File: src/shared/usb_ep_cfg.svh
// Notes on behaviour
// - mode 0001 acks SETUP, naks IN and OUT
// - checked OUT acks only zero-length toggle-one data
// - transmit-count IN sends the endpoint byte count
// - transmit-zero IN sends an empty data packet
// - ignored tokens get no handshake at all
// - SETUP-accepting modes ack every valid SETUP
// - mode 1111 becomes 1110 after acked status OUT
// - accepted SETUP forces endpoint mode to 0001
// - reset disables all endpoints; disabled stays disabled
// - control endpoint keeps SETUP, IN, OUT status bits
// - only valid transactions get any response
// - interrupt on completion or on buffer corruption
// - valid data: count up to size plus two
// - OUT endpoints ignore IN, IN endpoints ignore OUT
// - IN/OUT status at end, SETUP at data start
// - acked control transfer locks mode and count writes
// - a later CPU read releases the write lock
// - bit 7 stall turns modes 1001 and 1101 into STALL, not on endpoint 0
// - oversize SETUP: no handshake, but fields, status and interrupt still update
// - mode 1011 becomes 0001 after acked OUT
// - mode 1101 becomes 1100 after acked IN
// - mode 1001 becomes 1000 after acked OUT
`ifndef USB_EP_CFG_SVH
`define USB_EP_CFG_SVH
// mode encodings
`define MODE_DISABLE 4'h0
`define MODE_NAK_INOUT 4'h1
`define MODE_STATUS_OUT 4'h2
`define MODE_STALL_INOUT 4'h3
`define MODE_IGNORE_INOUT 4'h4
`define MODE_RSVD_OUT 4'h5
`define MODE_STATUS_IN 4'h6
`define MODE_RSVD_IN 4'h7
`define MODE_NAK_OUT 4'h8
`define MODE_ACK_OUT 4'h9
`define MODE_NAK_OUT_STATUS_IN 4'hA
`define MODE_ACK_OUT_NAK_IN 4'hB
`define MODE_NAK_IN 4'hC
`define MODE_ACK_IN 4'hD
`define MODE_NAK_IN_STATUS_OUT 4'hE
`define MODE_ACK_IN_STATUS_OUT 4'hF
// register fields and resets
`define MODE_STALL_BIT 7
`define CNT_TOGGLE_BIT 7
`define CNT_VALID_BIT 6
`define MODE_RESET 8'h00
`define COUNT_RESET 8'h00
// packet size limits, crc bytes included
`define MAX_PKT_COUNT 5'h0A
`define CRC_BYTES 5'h02
`define NUM_EP 3
`define FIFO_DEPTH 16
`endif

File: src/shared/usb_ep_pkg.sv
package usb_ep_pkg;
  // token type carried with each event
  typedef enum logic [1:0] {TOK_SETUP, TOK_IN, TOK_OUT} tok_t;
  // engine answer; act_check is internal only
  typedef enum logic [2:0] {ACT_IGNORE, ACT_ACK, ACT_NAK, ACT_STALL, ACT_CHECK, ACT_TX_COUNT, ACT_TX_ZERO} act_t;
  // transaction events from the packet layer
  typedef struct packed {
    logic in_token;
    logic setup_begin;
    logic data_end;
    logic in_done;
    logic in_acked;
    logic [1:0] ep;
    tok_t tok;
    logic [4:0] count;
    logic toggle;
    logic crc_ok;
    logic err_ok;
    logic addr_ok;
  } usb_event_t;
  // answer to the packet layer
  typedef struct packed {
    logic valid;
    act_t code;
    logic [3:0] len;
  } usb_resp_t;
endpackage : usb_ep_pkg

File: src/design/usb_endpoint_mode_engine.sv
`timescale 1ns/100ps
`include "usb_ep_cfg.svh"

// byte fifo between receive deserializer and endpoint buffer
module usb_rx_fifo #(
  parameter int WIDTH = 8,
  parameter int DEPTH = 16
) (
  // clock and reset
  input wire logic clock,
  input wire logic reset,
  // fill side
  input wire logic [WIDTH-1:0] in_data,
  input wire logic in_valid,
  output logic in_ready,
  // drain side
  output logic [WIDTH-1:0] out_data,
  output logic out_valid,
  input wire logic out_ready
);
  // pointer width; depth must be a power of two so the pointers wrap cleanly
  localparam int AW = $clog2(DEPTH);
  logic [WIDTH-1:0] mem [DEPTH]; // storage
  logic [AW-1:0] wr_ptr_r; // next slot to fill
  logic [AW-1:0] rd_ptr_r; // next slot to drain
  logic [AW:0] used_r; // words held
  // a word moves on either side only when valid meets ready
  wire push = in_valid & in_ready;
  wire pop = out_valid & out_ready;
  // read port is a plain mux; the word is good whenever out_valid is high
  assign out_data = mem[rd_ptr_r];

  // data store, no reset needed
  always_ff @(posedge clock) begin
    if (push) begin
      mem[wr_ptr_r] <= in_data;
    end
  end

  // pointers and flags; ready and valid held as flops
  always_ff @(posedge clock or posedge reset) begin
    if (reset) begin
      wr_ptr_r <= '0;
      rd_ptr_r <= '0;
      used_r <= '0;
      in_ready <= 1'b1;
      out_valid <= 1'b0;
    end else begin
      if (push) wr_ptr_r <= wr_ptr_r + 1'b1;
      if (pop) rd_ptr_r <= rd_ptr_r + 1'b1;
      used_r <= used_r + (AW+1)'(push) - (AW+1)'(pop);
      in_ready <= (used_r + (AW+1)'(push) - (AW+1)'(pop)) != (AW+1)'(DEPTH);
      out_valid <= (used_r + (AW+1)'(push) - (AW+1)'(pop)) != '0;
    end
  end
endmodule : usb_rx_fifo

module usb_endpoint_mode_engine import usb_ep_pkg::*; (
  // clock and reset
  input wire logic clock,
  input wire logic reset,
  // transaction events from the packet layer
  input wire usb_event_t ev,
  // handshake or data answer
  output usb_resp_t resp,
  // cpu side access to mode and count registers
  input wire logic cpu_wr,
  input wire logic cpu_rd,
  input wire logic [1:0] cpu_ep,
  input wire logic cpu_sel_count,
  input wire logic [7:0] cpu_wdata,
  // register contents and status
  output logic [`NUM_EP-1:0][7:0] ep_mode,
  output logic [`NUM_EP-1:0][7:0] ep_count,
  output logic [2:0] ctrl_tok_status,
  output logic write_locked,
  output logic irq,
  // received data stream
  input wire logic [7:0] rx_in_data,
  input wire logic rx_in_valid,
  output logic rx_in_ready,
  output logic [7:0] rx_out_data,
  output logic rx_out_valid,
  input wire logic rx_out_ready
);

  // answer table per mode and token
  function automatic act_t decode(input logic [3:0] m, input logic stall, input tok_t t);
    act_t a;
    a = ACT_IGNORE;
    case (t)
      TOK_SETUP: begin
        case (m)
          `MODE_NAK_INOUT, `MODE_STATUS_OUT, `MODE_STALL_INOUT, `MODE_IGNORE_INOUT, `MODE_STATUS_IN,
          `MODE_NAK_OUT_STATUS_IN, `MODE_ACK_OUT_NAK_IN, `MODE_NAK_IN_STATUS_OUT,
          `MODE_ACK_IN_STATUS_OUT: a = ACT_ACK;
          default: a = ACT_IGNORE;
        endcase
      end
      TOK_IN: begin
        case (m)
          `MODE_NAK_INOUT, `MODE_ACK_OUT_NAK_IN, `MODE_NAK_IN, `MODE_NAK_IN_STATUS_OUT: a = ACT_NAK;
          `MODE_STATUS_OUT, `MODE_STALL_INOUT: a = ACT_STALL;
          `MODE_STATUS_IN, `MODE_NAK_OUT_STATUS_IN: a = ACT_TX_ZERO;
          `MODE_RSVD_IN, `MODE_ACK_IN_STATUS_OUT: a = ACT_TX_COUNT;
          `MODE_ACK_IN: a = stall ? ACT_STALL : ACT_TX_COUNT;
          default: a = ACT_IGNORE;
        endcase
      end
      default: begin
        case (m)
          `MODE_NAK_INOUT, `MODE_NAK_OUT, `MODE_NAK_OUT_STATUS_IN: a = ACT_NAK;
          `MODE_STATUS_OUT, `MODE_NAK_IN_STATUS_OUT, `MODE_ACK_IN_STATUS_OUT: a = ACT_CHECK;
          `MODE_STALL_INOUT, `MODE_STATUS_IN: a = ACT_STALL;
          `MODE_RSVD_OUT, `MODE_ACK_OUT_NAK_IN: a = ACT_ACK;
          `MODE_ACK_OUT: a = stall ? ACT_STALL : ACT_ACK;
          default: a = ACT_IGNORE;
        endcase
      end
    endcase
    return a;
  endfunction : decode

  // mode left behind by the engine after an ack
  // only applied on an acked SETUP or OUT, or an IN the host acked; any other result is discarded
  function automatic logic [3:0] after_ack(input logic [3:0] m, input tok_t t);
    logic [3:0] n;
    n = m;
    if (t == TOK_SETUP) begin
      if (m != `MODE_DISABLE) n = `MODE_NAK_INOUT;
    end else if (t == TOK_OUT) begin
      if (m == `MODE_ACK_OUT_NAK_IN) n = `MODE_NAK_INOUT;
      else if (m == `MODE_ACK_OUT) n = `MODE_NAK_OUT;
      else if (m == `MODE_ACK_IN_STATUS_OUT) n = `MODE_NAK_IN_STATUS_OUT;
    end else begin
      if (m == `MODE_ACK_IN) n = `MODE_NAK_IN;
      else if (m == `MODE_ACK_IN_STATUS_OUT) n = `MODE_NAK_IN_STATUS_OUT;
    end
    return n;
  endfunction : after_ack

  // register state
  logic [`NUM_EP-1:0][7:0] mode_r; // stall bit and mode per endpoint
  logic [`NUM_EP-1:0][7:0] count_r; // toggle, valid, byte count
  logic [2:0] tok_status_r; // {setup, in, out} of control endpoint
  logic lock_r; // control endpoint write lock
  logic irq_r; // one-cycle interrupt pulse
  usb_resp_t resp_r; // registered answer

  // event decode; stall only exists on non-control endpoints
  wire [3:0] ev_mode = mode_r[ev.ep][3:0];
  // control endpoint has no stall bit, so bit 7 there is never trusted
  wire ev_stall = mode_r[ev.ep][`MODE_STALL_BIT] & (ev.ep != 2'd0);
  act_t ev_act;
  assign ev_act = decode(ev_mode, ev_stall, ev.tok);
  wire ev_ctrl = ev.ep == 2'd0;
  wire is_setup = ev.tok == TOK_SETUP;
  wire is_in = ev.tok == TOK_IN;

  // data packet checks
  wire pkt_valid = ev.crc_ok & ev.err_ok & (ev.count <= `MAX_PKT_COUNT);
  wire zero_tog1 = (ev.count == `CRC_BYTES) & ev.toggle;
  act_t out_act;
  assign out_act = (ev_act == ACT_CHECK) ? (zero_tog1 ? ACT_ACK : ACT_STALL) : ev_act;
  // stored length drops the two crc bytes; short packets clamp to zero
  wire [4:0] payload = (ev.count > `CRC_BYTES) ? ev.count - `CRC_BYTES : 5'h00;

  // transaction outcomes
  wire data_hit = ev.data_end & ~is_in & (ev_act != ACT_IGNORE);
  wire data_resp = data_hit & pkt_valid;
  wire data_acked = data_resp & (out_act == ACT_ACK);
  wire data_update = data_hit & (is_setup | out_act == ACT_ACK);
  wire in_resp = ev.in_token & is_in & (ev_act != ACT_IGNORE);
  // host ack to our data closes an in transaction
  wire in_acked = ev.in_done & ev.in_acked & is_in;
  wire eng_wr = data_acked | in_acked;
  wire [3:0] eng_mode = after_ack(ev_mode, ev.tok);
  wire ack_ctrl = eng_wr & ev_ctrl;
  // a bad crc to a matched address means the receive buffer was overwritten
  wire corrupt = ev.data_end & ~is_in & ev.addr_ok & ~ev.crc_ok;
  wire irq_set = (data_hit & (pkt_valid | is_setup)) | ev.in_done | corrupt;

  // cpu access gating; a read in the locking cycle does not unlock
  // only the control endpoint locks; the others take writes at any time
  wire cpu_ctrl = cpu_ep == 2'd0;
  wire cpu_blocked = cpu_ctrl & lock_r;
  wire cpu_mode_wr = cpu_wr & ~cpu_sel_count & ~cpu_blocked;
  wire cpu_cnt_wr = cpu_wr & cpu_sel_count & ~cpu_blocked;
  wire unlock = cpu_rd & cpu_ctrl & ~ack_ctrl;

  // answer code and length; setup answers only with ack
  // in answers follow the mode alone, data answers follow the packet checks too
  wire resp_fire = data_resp | in_resp;
  act_t resp_code;
  assign resp_code = in_resp ? ev_act : out_act;
  wire [3:0] resp_len = (in_resp & ev_act == ACT_TX_COUNT) ? count_r[ev.ep][3:0] : 4'h0;

  // mode registers, engine before cpu
  always_ff @(posedge clock or posedge reset) begin
    if (reset) begin
      mode_r <= {`NUM_EP{`MODE_RESET}};
    end else begin
      for (int e = 0; e < `NUM_EP; e++) begin
        if (eng_wr & (ev.ep == 2'(e))) begin
          mode_r[e][3:0] <= eng_mode;
        end else if (cpu_mode_wr & (cpu_ep == 2'(e))) begin
          mode_r[e] <= (e == 0) ? {4'h0, cpu_wdata[3:0]} : cpu_wdata;
        end
      end
    end
  end

  // count registers, engine fields before cpu
  always_ff @(posedge clock or posedge reset) begin
    if (reset) begin
      count_r <= {`NUM_EP{`COUNT_RESET}};
    end else begin
      for (int e = 0; e < `NUM_EP; e++) begin
        if (data_update & (ev.ep == 2'(e))) begin
          count_r[e] <= {ev.toggle, pkt_valid, 2'b00, payload[3:0]};
        end else if (cpu_cnt_wr & (cpu_ep == 2'(e))) begin
          count_r[e] <= cpu_wdata;
        end
      end
    end
  end

  // control endpoint token status: setup early, in/out at the end
  always_ff @(posedge clock or posedge reset) begin
    if (reset) begin
      tok_status_r <= 3'h0;
    end else if (ev.setup_begin & ev_ctrl & is_setup & ev_act == ACT_ACK) begin
      tok_status_r <= 3'h4;
    end else if (ev.in_done & ev_ctrl & is_in) begin
      tok_status_r <= 3'h2;
    end else if (data_resp & ev_ctrl & ev.tok == TOK_OUT) begin
      tok_status_r <= 3'h1;
    end
  end

  // a read racing the locking ack must not open the lock early
  // write lock, set beats release
  always_ff @(posedge clock or posedge reset) begin
    if (reset) begin
      lock_r <= 1'b0;
    end else if (ack_ctrl) begin
      lock_r <= 1'b1;
    end else if (unlock) begin
      lock_r <= 1'b0;
    end
  end

  // both pulses last one cycle; the packet layer must take them at once
  // answer and interrupt pulses
  always_ff @(posedge clock or posedge reset) begin
    if (reset) begin
      resp_r <= '0;
      irq_r <= 1'b0;
    end else begin
      resp_r <= '{valid: resp_fire, code: resp_fire ? resp_code : ACT_IGNORE, len: resp_len};
      irq_r <= irq_set;
    end
  end

  // received data buffering
  usb_rx_fifo #(.WIDTH(8), .DEPTH(`FIFO_DEPTH)) rx_fifo (
    .clock(clock),
    .reset(reset),
    .in_data(rx_in_data),
    .in_valid(rx_in_valid),
    .in_ready(rx_in_ready),
    .out_data(rx_out_data),
    .out_valid(rx_out_valid),
    .out_ready(rx_out_ready)
  );

  // outputs straight from flops
  assign ep_mode = mode_r;
  assign ep_count = count_r;
  assign ctrl_tok_status = tok_status_r;
  assign write_locked = lock_r;
  assign irq = irq_r;
  assign resp = resp_r;
endmodule : usb_endpoint_mode_engine

File: config.mk
export PLATFORM = sky130hd
export DESIGN_NAME = usb_endpoint_mode_engine
export DESIGN_NICKNAME = d
export VERILOG_FILES = /design/src/shared/usb_ep_pkg.sv /design/src/design/usb_endpoint_mode_engine.sv
export VERILOG_INCLUDE_DIRS = /design/src /design/src/shared
export SDC_FILE = /design/constraint.sdc
export NUM_CORES = 1
export LEC_CHECK = 0
export ABC_AREA = 1
export BUFFER_PORTS_ARGS = -buffer_cell sky130_fd_sc_hd__buf_2
export CAP_MARGIN = 40
export CORE_ASPECT_RATIO = 0.6
export CORE_MARGIN = 3
export CORE_UTILIZATION = 59
export CTS_CLUSTER_SIZE = 20
export DETAILED_ROUTE_END_ITERATION = 6
export GPL_TIMING_DRIVEN = 1
export PLACE_DENSITY = 0.84
export SKIP_CTS_REPAIR_TIMING = 1
export SYNTH_ARGS = -nofsm -noshare
export SYNTH_HDL_FRONTEND = slang
export SYNTH_HIERARCHICAL = 1
export SYNTH_SLANG_ARGS = --single-unit
File: constraint.sdc
create_clock -name clock -period 2.7 [get_ports clock]
set_clock_uncertainty 0.1 [all_clocks]
set_input_delay 0.54 -clock clock [delete_from_list [all_inputs] [get_ports clock]]
set_output_delay 0.54 -clock clock [all_outputs]
set_load 0.02 [all_outputs]
Yosys cells after proc, flatten, opt, wreduce, memory -nomap -nowiden
Memory sizes are Yosys's and may differ from the RTL's.
Index checks and enable logic that the tools add are counted.
{"block": "word_totals", "word_cells": 179, "memories": 2, "ff_bits": 72, "ram_bits": 128, "inputBits": 43, "rom_bits": 16}
{"memory": "rx_fifo.mem", "words": 16, "word_bits": 8, "read_ports": 1, "rd_clocked_by_memory_dff": 0, "wr": 1, "line": "usb_endpoint_mode_engine.sv:23", "text": "logic [WIDTH-1:0] mem [DEPTH];"}
{"memory": "(no name shown)", "words": 16, "word_bits": 1, "read_ports": 1, "rd_clocked_by_memory_dff": 0, "wr": 0, "line": "usb_endpoint_mode_engine.sv:93", "text": "case (m)"}
{"block": "classes", "bitwise_logic": 58, "mux": 41, "reduce_logical": 25, "add_sub_neg": 5, "eq_ne": 26, "magnitude_cmp": 3}
{"op": "$mux 4", "count": 16}
{"op": "$mux 8", "count": 7}
{"op": "$and 1x1->1", "count": 45}
{"op": "$bmux 8 s2", "count": 2}
{"op": "$eq 4x4->1 const B", "count": 8}
{"op": "$pmux 3 s5", "count": 2}
{"op": "$mux 3", "count": 7}
{"op": "$reduce_bool 2->1", "count": 8}
{"op": "$eq 4x3->1 const B", "count": 3}
{"op": "$reduce_or 2->1", "count": 5}
{"op": "$add 4x1->4 const B", "count": 2}
{"op": "$eq 4x2->1 const B", "count": 2}
{"op": "$not 1->1", "count": 7}
{"op": "$eq 2x1->1 const B", "count": 3}
{"op": "$eq 2x2->1 const B", "count": 3}
{"op": "$eq 3x1->1 const B", "count": 2}
{"op": "$eq 3x3->1 const B", "count": 2}
{"op": "$logic_not 2->1", "count": 3}
{"op": "$or 1x1->1", "count": 6}
{"op": "$pmux 3 s2", "count": 1}
{"op": "$reduce_bool 3->1", "count": 2}
{"op": "$reduce_or 3->1", "count": 2}
{"op": "$add 5x1->5", "count": 1}
{"op": "$eq 5x2->1 const B", "count": 1}
{"op": "13 further kinds", "count": 18}

Logic depth before layout (Yosys ltp)
{"block": "depth", "ltp_word": 16, "mapped_depth": 21, "ltp_nobuf": 20}

Cells and area by module
The synthesis kept the hierarchy.
{"module": "usb_rx_fifo", "area_each_um2": 6339.8, "seq_area_each_um2": 4220.3, "cells_per_inst": 616, "n_inst": 1}
{"module": "usb_endpoint_mode_engine", "area_each_um2": 3419.5, "seq_area_each_um2": 1426.4, "cells_per_inst": 484, "n_inst": 1}

Worst setup path after synthesis
Ideal clock, no wire load.
{"block": "synth_path", "path_kind": "in2reg", "startpoint": "input ev[12] (netlist bit)", "endpoint": "register count_r (netlist bit ep_count[16])", "setup_time_ns": 0.125, "arrival_time_ns": 2.256, "slack_ns": 0.219, "stages": 20, "cell_sequence": "nor2_4 -> nand2_1 -> nand3_1 -> buf_4 -> nand2_2 -> nor2_1 -> nand2_1 -> nand3_1 -> nand2_1 -> nand2_1 -> nand2_1 -> nand2_1 -> nand2_1 -> nand2_1 -> nand2_1 -> inv_2 -> nand2_2 -> buf_2 -> nand3_1 -> nand3_1"}
{"block": "synth_between", "elab_chain_cells": 13, "elab_cells_between_ends": 43, "classes_between": "17 x eq/ne; 9 x mux; 5 x bitwise; 11 x reduce/logical; 1 x memory"}
{"element": "start, declared", "line": "usb_endpoint_mode_engine.sv:63", "text": "input wire usb_event_t ev,"}
{"element": "$bmux 8 s2", "line": "usb_endpoint_mode_engine.sv:151, usb_endpoint_mode_engine.sv:153"}
{"element": "$mux 8 (not written as such)", "line": "usb_endpoint_mode_engine.sv:153", "text": "wire ev_stall = mode_r[ev.ep][`MODE_STALL_BIT] & (ev.ep != 2'd0);"}
{"element": "$eq 4x4->1, or another cell as far along", "line": "usb_endpoint_mode_engine.sv:101, usb_endpoint_mode_engine.sv:111"}
{"element": "$reduce_or 4->1, or another cell as far along", "line": "usb_endpoint_mode_engine.sv:101", "text": "case (m)"}
{"element": "$pmux 3 s5, on equally long branches", "line": "usb_endpoint_mode_engine.sv:101, usb_endpoint_mode_engine.sv:111"}
{"element": "$pmux 3 s2", "line": "usb_endpoint_mode_engine.sv:91", "text": "case (t)"}
{"element": "$eq 3x3->1", "line": "usb_endpoint_mode_engine.sv:164", "text": "assign out_act = (ev_act == ACT_CHECK) ? (zero_tog1 ? ACT_ACK : ACT_STALL) : ev_act;"}
{"element": "$mux 3", "line": "usb_endpoint_mode_engine.sv:164"}
{"element": "$eq 3x1->1", "line": "usb_endpoint_mode_engine.sv:172", "text": "wire data_update = data_hit & (is_setup | out_act == ACT_ACK);"}
{"element": "$or 1x1->1", "line": "usb_endpoint_mode_engine.sv:172"}
{"element": "$and 1x1->1", "line": "usb_endpoint_mode_engine.sv:172"}
{"element": "$and 1x1->1 (*)", "line": "usb_endpoint_mode_engine.sv:219", "text": "if (data_update & (ev.ep == 2'(e))) begin"}
{"element": "$mux 8 / $reduce_bool 2->1 (equally long branches)"}
{"element": "end signal, assigned", "line": "usb_endpoint_mode_engine.sv:216", "text": "count_r <= {`NUM_EP{`COUNT_RESET}};"}
{"element": "end signal, assigned by index", "line": "usb_endpoint_mode_engine.sv:220", "text": "count_r[e] <= {ev.toggle, pkt_valid, 2'b00, payload[3:0]};"}
{"element": "end signal, assigned by index", "line": "usb_endpoint_mode_engine.sv:222", "text": "count_r[e] <= cpu_wdata;"}
{"element": "end, declared", "line": "usb_endpoint_mode_engine.sv:144", "text": "logic [`NUM_EP-1:0][7:0] count_r;"}
Mark *: on every way between the ends. The rest lies on a longest branch, timed or not. The select of a mux whose other input is x is not followed.
A chain may end at the register's enable or synchronous reset.

Final worst setup path
{"block": "layout_path", "startpoint": "register mode_r (netlist bit ep_mode[16])", "endpoint": "register mode_r (netlist bit ep_mode[10])"}
{"block": "layout_between", "elab_chain_cells": 13, "elab_cells_between_ends": 47, "classes_between": "16 x eq/ne; 14 x mux; 5 x bitwise; 11 x reduce/logical; 1 x memory"}
{"element": "start, declared", "line": "usb_endpoint_mode_engine.sv:143", "text": "logic [`NUM_EP-1:0][7:0] mode_r;"}
{"element": "start signal, assigned", "line": "usb_endpoint_mode_engine.sv:201", "text": "mode_r <= {`NUM_EP{`MODE_RESET}};"}
{"element": "start signal, assigned by index", "line": "usb_endpoint_mode_engine.sv:205", "text": "mode_r[e][3:0] <= eng_mode;"}
{"element": "start signal, assigned by index", "line": "usb_endpoint_mode_engine.sv:207", "text": "mode_r[e] <= (e == 0) ? {4'h0, cpu_wdata[3:0]} : cpu_wdata;"}
{"element": "$bmux 8 s2 (*)", "line": "usb_endpoint_mode_engine.sv:151", "text": "wire [3:0] ev_mode = mode_r[ev.ep][3:0];"}
{"element": "$mux 8 (*)"}
{"element": "$eq 4x4->1, or another cell as far along", "line": "usb_endpoint_mode_engine.sv:101, usb_endpoint_mode_engine.sv:111"}
{"element": "$reduce_or 4->1, or another cell as far along", "line": "usb_endpoint_mode_engine.sv:101"}
{"element": "$pmux 3 s5, on equally long branches", "line": "usb_endpoint_mode_engine.sv:101, usb_endpoint_mode_engine.sv:111"}
{"element": "$pmux 3 s2", "line": "usb_endpoint_mode_engine.sv:91"}
{"element": "$eq 3x3->1 / $reduce_bool 3->1 (equally long branches)", "line": "usb_endpoint_mode_engine.sv:164, usb_endpoint_mode_engine.sv:169"}
{"element": "$mux 3 / $and 1x1->1 (equally long branches)", "line": "usb_endpoint_mode_engine.sv:164, usb_endpoint_mode_engine.sv:169"}
{"element": "$eq 3x1->1 / $and 1x1->1 (equally long branches)", "line": "usb_endpoint_mode_engine.sv:171, usb_endpoint_mode_engine.sv:170"}
{"element": "$and 1x1->1", "line": "usb_endpoint_mode_engine.sv:171", "text": "wire data_acked = data_resp & (out_act == ACT_ACK);"}
{"element": "$or 1x1->1", "line": "usb_endpoint_mode_engine.sv:176", "text": "wire eng_wr = data_acked | in_acked;"}
{"element": "$and 1x1->1", "line": "usb_endpoint_mode_engine.sv:204", "text": "if (eng_wr & (ev.ep == 2'(e))) begin"}
{"element": "$mux 4 / $reduce_bool 2->1 (equally long branches)"}
Marked as above.

==> metrics.yaml <==
status: "finished, final reports clean"
setup_slack_ns: 0.0614
place_hpwl_um: 17900
post-synth-top-count-cell: "nand2_1"
grt_usage_pct: 27.8
synthCells: 1100
grt_pass1_vias: 7538
ys_warn_count: 6
ys_seq_elements: 200
drt-total-wl_um: 25300
maxSlewViolCount: 0
grt_pass1_wl_um: 39100
yosysTopAreaCell: "edfxtp_1"
worst_pin_slew_ns: 0.652
r2r_end: "ep_mode[10]"
place_inst: 1437
clk_path_buf_depth: 2
reg2reg_depth: 16
pre_cts_ws_ns: -0.338
min_period_over_period_pct: 97.7
path_max_fanout: 9
cp_data_arrival_time_ns: 2.82
critPathKind: "register to register"
antenna_found_initial: 2
timing.rr.start: "ep_mode[16]"
multi_input_area_um2: 3330
avgSynthCellArea_um2: 8.87
crit_end: "ep_mode[10]"
die_area_um2: 18200
grt_max_degree: 58
max-cap-violations: 0
ys.flop_type: "edfxtp_1"
hold_viol: 0
htree_levels: 4
syn_to_final_growth_pct: 19.3
synthTopCellsByCount: "nand2_1 (316), nand3_1 (189), inv_1 (165)"
final_nets: 1319
cts_tree: "built"
design_area_um2: 11600
leakagePower_uw: 0.00576
yosys.cell_types.count: 37
wire_per_inst_um: 17.1
clock_latency_ns: 0.42
synth_area_leaders: "edfxtp_1 (39%), dfrtp_1 (18%), nand2_1 (12%)"
overflow: 0
seq_area_frac_synth_pct: 57.9
start_kind: "register"
antenna_cells: 0
numClockSinks: 200
first_pass_iters: 7
max_freq_mhz: 379
initial_core_util_pct: 61.9
total_power_uw: 10900
ir_drop_uv: 763
cts_buffers: 17
clk_pin_slew_ns: 0.08
n_fill_cell: 1104
drive_gt1_share_pct: 20.7
critPathCaptureType: "register"
synth-edff-count: 128
setup_violations: 0
via_count: 8154
die_h_um: 106
stdcell_count: 1479
postRouteAntennaNets: 0
min_path_type: "primary input to asynchronous set/reset pin"
r2r_slack_ns: 0.06
drc: 0
final_util_pct: 73.9
critPathLaunch: "ep_mode[16]"
rsz0062_at_grt: "true"
num_rows: 35
io_buffers: 109
min_period_ns: 2.64
core_area_um2: 15800
ios: 114
seq_area_um2: 5650
netlist_area_um2: 9760
place_congestion: 1.01
powerDensity_nw_per_um2: 935
synthArstFlopShare_pct: 36.0
initialDrtViolationCount: 1025
slew_headroom_pct: 56.1
place_area_um2: 10900
cts_root_buffer: "clkbuf_16"
die_w_um: 172
cp_data_required_time_ns: 2.88
via_per_inst: 5.51
yosys.area.top_type_share_pct: 39.4
-- final cells by class --
class,instances,share of cell area (%)
Clock inverter,14,1.25
Timing Repair Buffer,180,9.96
Sequential cell,200,48.5
Inverter,177,5.82
Tap cell,203,2.18
Clock buffer,18,3.70
Multi-Input combinational cell,687,28.6
-- sequential cells by signal, indices dropped and copies added (netlist names) --
name               cells
ep_count              24
write_locked           1
rx_fifo/rd_ptr_r       4
rx_fifo/wr_ptr_r       4
rx_fifo/mem          128
rx_fifo/in_ready       1
rx_fifo/out_valid      1
resp                   8
irq                    1
ctrl_tok_status        3
rx_fifo/used_r         5
ep_mode               20
-- critical path: stages, from the launching register on --
cell and delay, ns:
dfrtp_1 0.41, nand3_2 0.10, nand3_1 0.09, buf_6 0.15, buf_4 0.14, a21oi_1 0.15
nand4_1 0.17, inv_2 0.13, a21oi_2 0.06, buf_4 0.14, nand2_1 0.11, nand3_2 0.12
o21bai_4 0.20, buf_12 0.15, nand2_4 0.09, nand3_1 0.10, nand3_1 0.11
-- logic make-up (layout without fill, tap and decap cells) --
| group | count (synthesis) | in the layout | synth area share (%) |
|---|---|---|---|
| AOI/OAI and AO/OA | 55 | 55 | 3.18 |
| buffers and inverters | 216 | 389 | 9.15 |
| and+or+nand+nor | 605 | 605 | 27.1 |
| xor gates and xnor gates | 10 | 10 | 0.897 |
| DFF | 200 | 200 | 57.9 |
| other | 1 | 4 | 0.0384 |
| adders and majority gates | 13 | 13 | 1.74 |
-- metal layers --
| metal | share of wire (%) | GRT usage [%] | up-vias |
|---|---|---|---|
| met5 | 0 | 0 | - |
| met2 | 43 | 38.6 | 480 |
| met3 | 12 | 6.86 | 41 |
| met1 | 44 | 43.9 | 3770 |
| met4 | 1.4 | 7.35 | 0 |
| li1 | - | - | 3863 |
-- how the worst min path moves through the flow --
stage,start,endpoint,slack [ns],cells past startpoint
after floorplan,reset,rx_fifo/out_valid,0.34,1
after global placement,ep_count[7],ep_count[7],0.36,2
after detailed placement,ep_count[7],ep_count[7],0.37,2
after CTS,reset,ep_count[13],0.07,3
after global routing,reset,ep_mode[21],0.08,3
final,reset,ep_count[20],0.06,3
-- stage by stage --
step	hold WS, ns	TNS (ns)
5_1_grt	0.0794	-1.08
2_1_floorplan	0.341	0
3_3_place_gp	0.363	-7.12
4_1_cts	0.0739	-0.0124
6_report	0.0635	0
3_5_place_dp	0.370	-11.85
-- power breakdown --
part | internal (uW) | leakage (uW) | switching, uW
Combinational | 1420 | 0.00342 | 2850
Clock | 1280 | 0.000294 | 1200
Sequential | 3790 | 0.00205 | 345
Total | 6500 | 0.00576 | 4390
-- placed cells by master, fill, tap and decap left out, types with 2 or more instances in the layout --
master      instances
nor3_1              3
dfrtp_1            70
inv_1             161
nand2_4             8
o21ai_0            24
conb_1              4
buf_2             109
nor2_1             63
xor2_1              7
nand3b_1            3
inv_4               2
buf_12              5
o211ai_1            2
clkinv_4            2
nand4_1            11
a21oi_1             6
clkbuf_16          17
nand2_2             5
nor2_2              2
nand3_1           182
nand2_1           312
inv_6               3
a31oi_1             4
ha_1               12
inv_2              11
inv_8               5
edfxtp_1          128
buf_4              61
clkinvlp_4          3
nor2_4              5
nand3_4             2
nand3_2             8
buf_6               5
xnor2_1             3
o21ai_1            13
(Power assumes the default switching activity.)
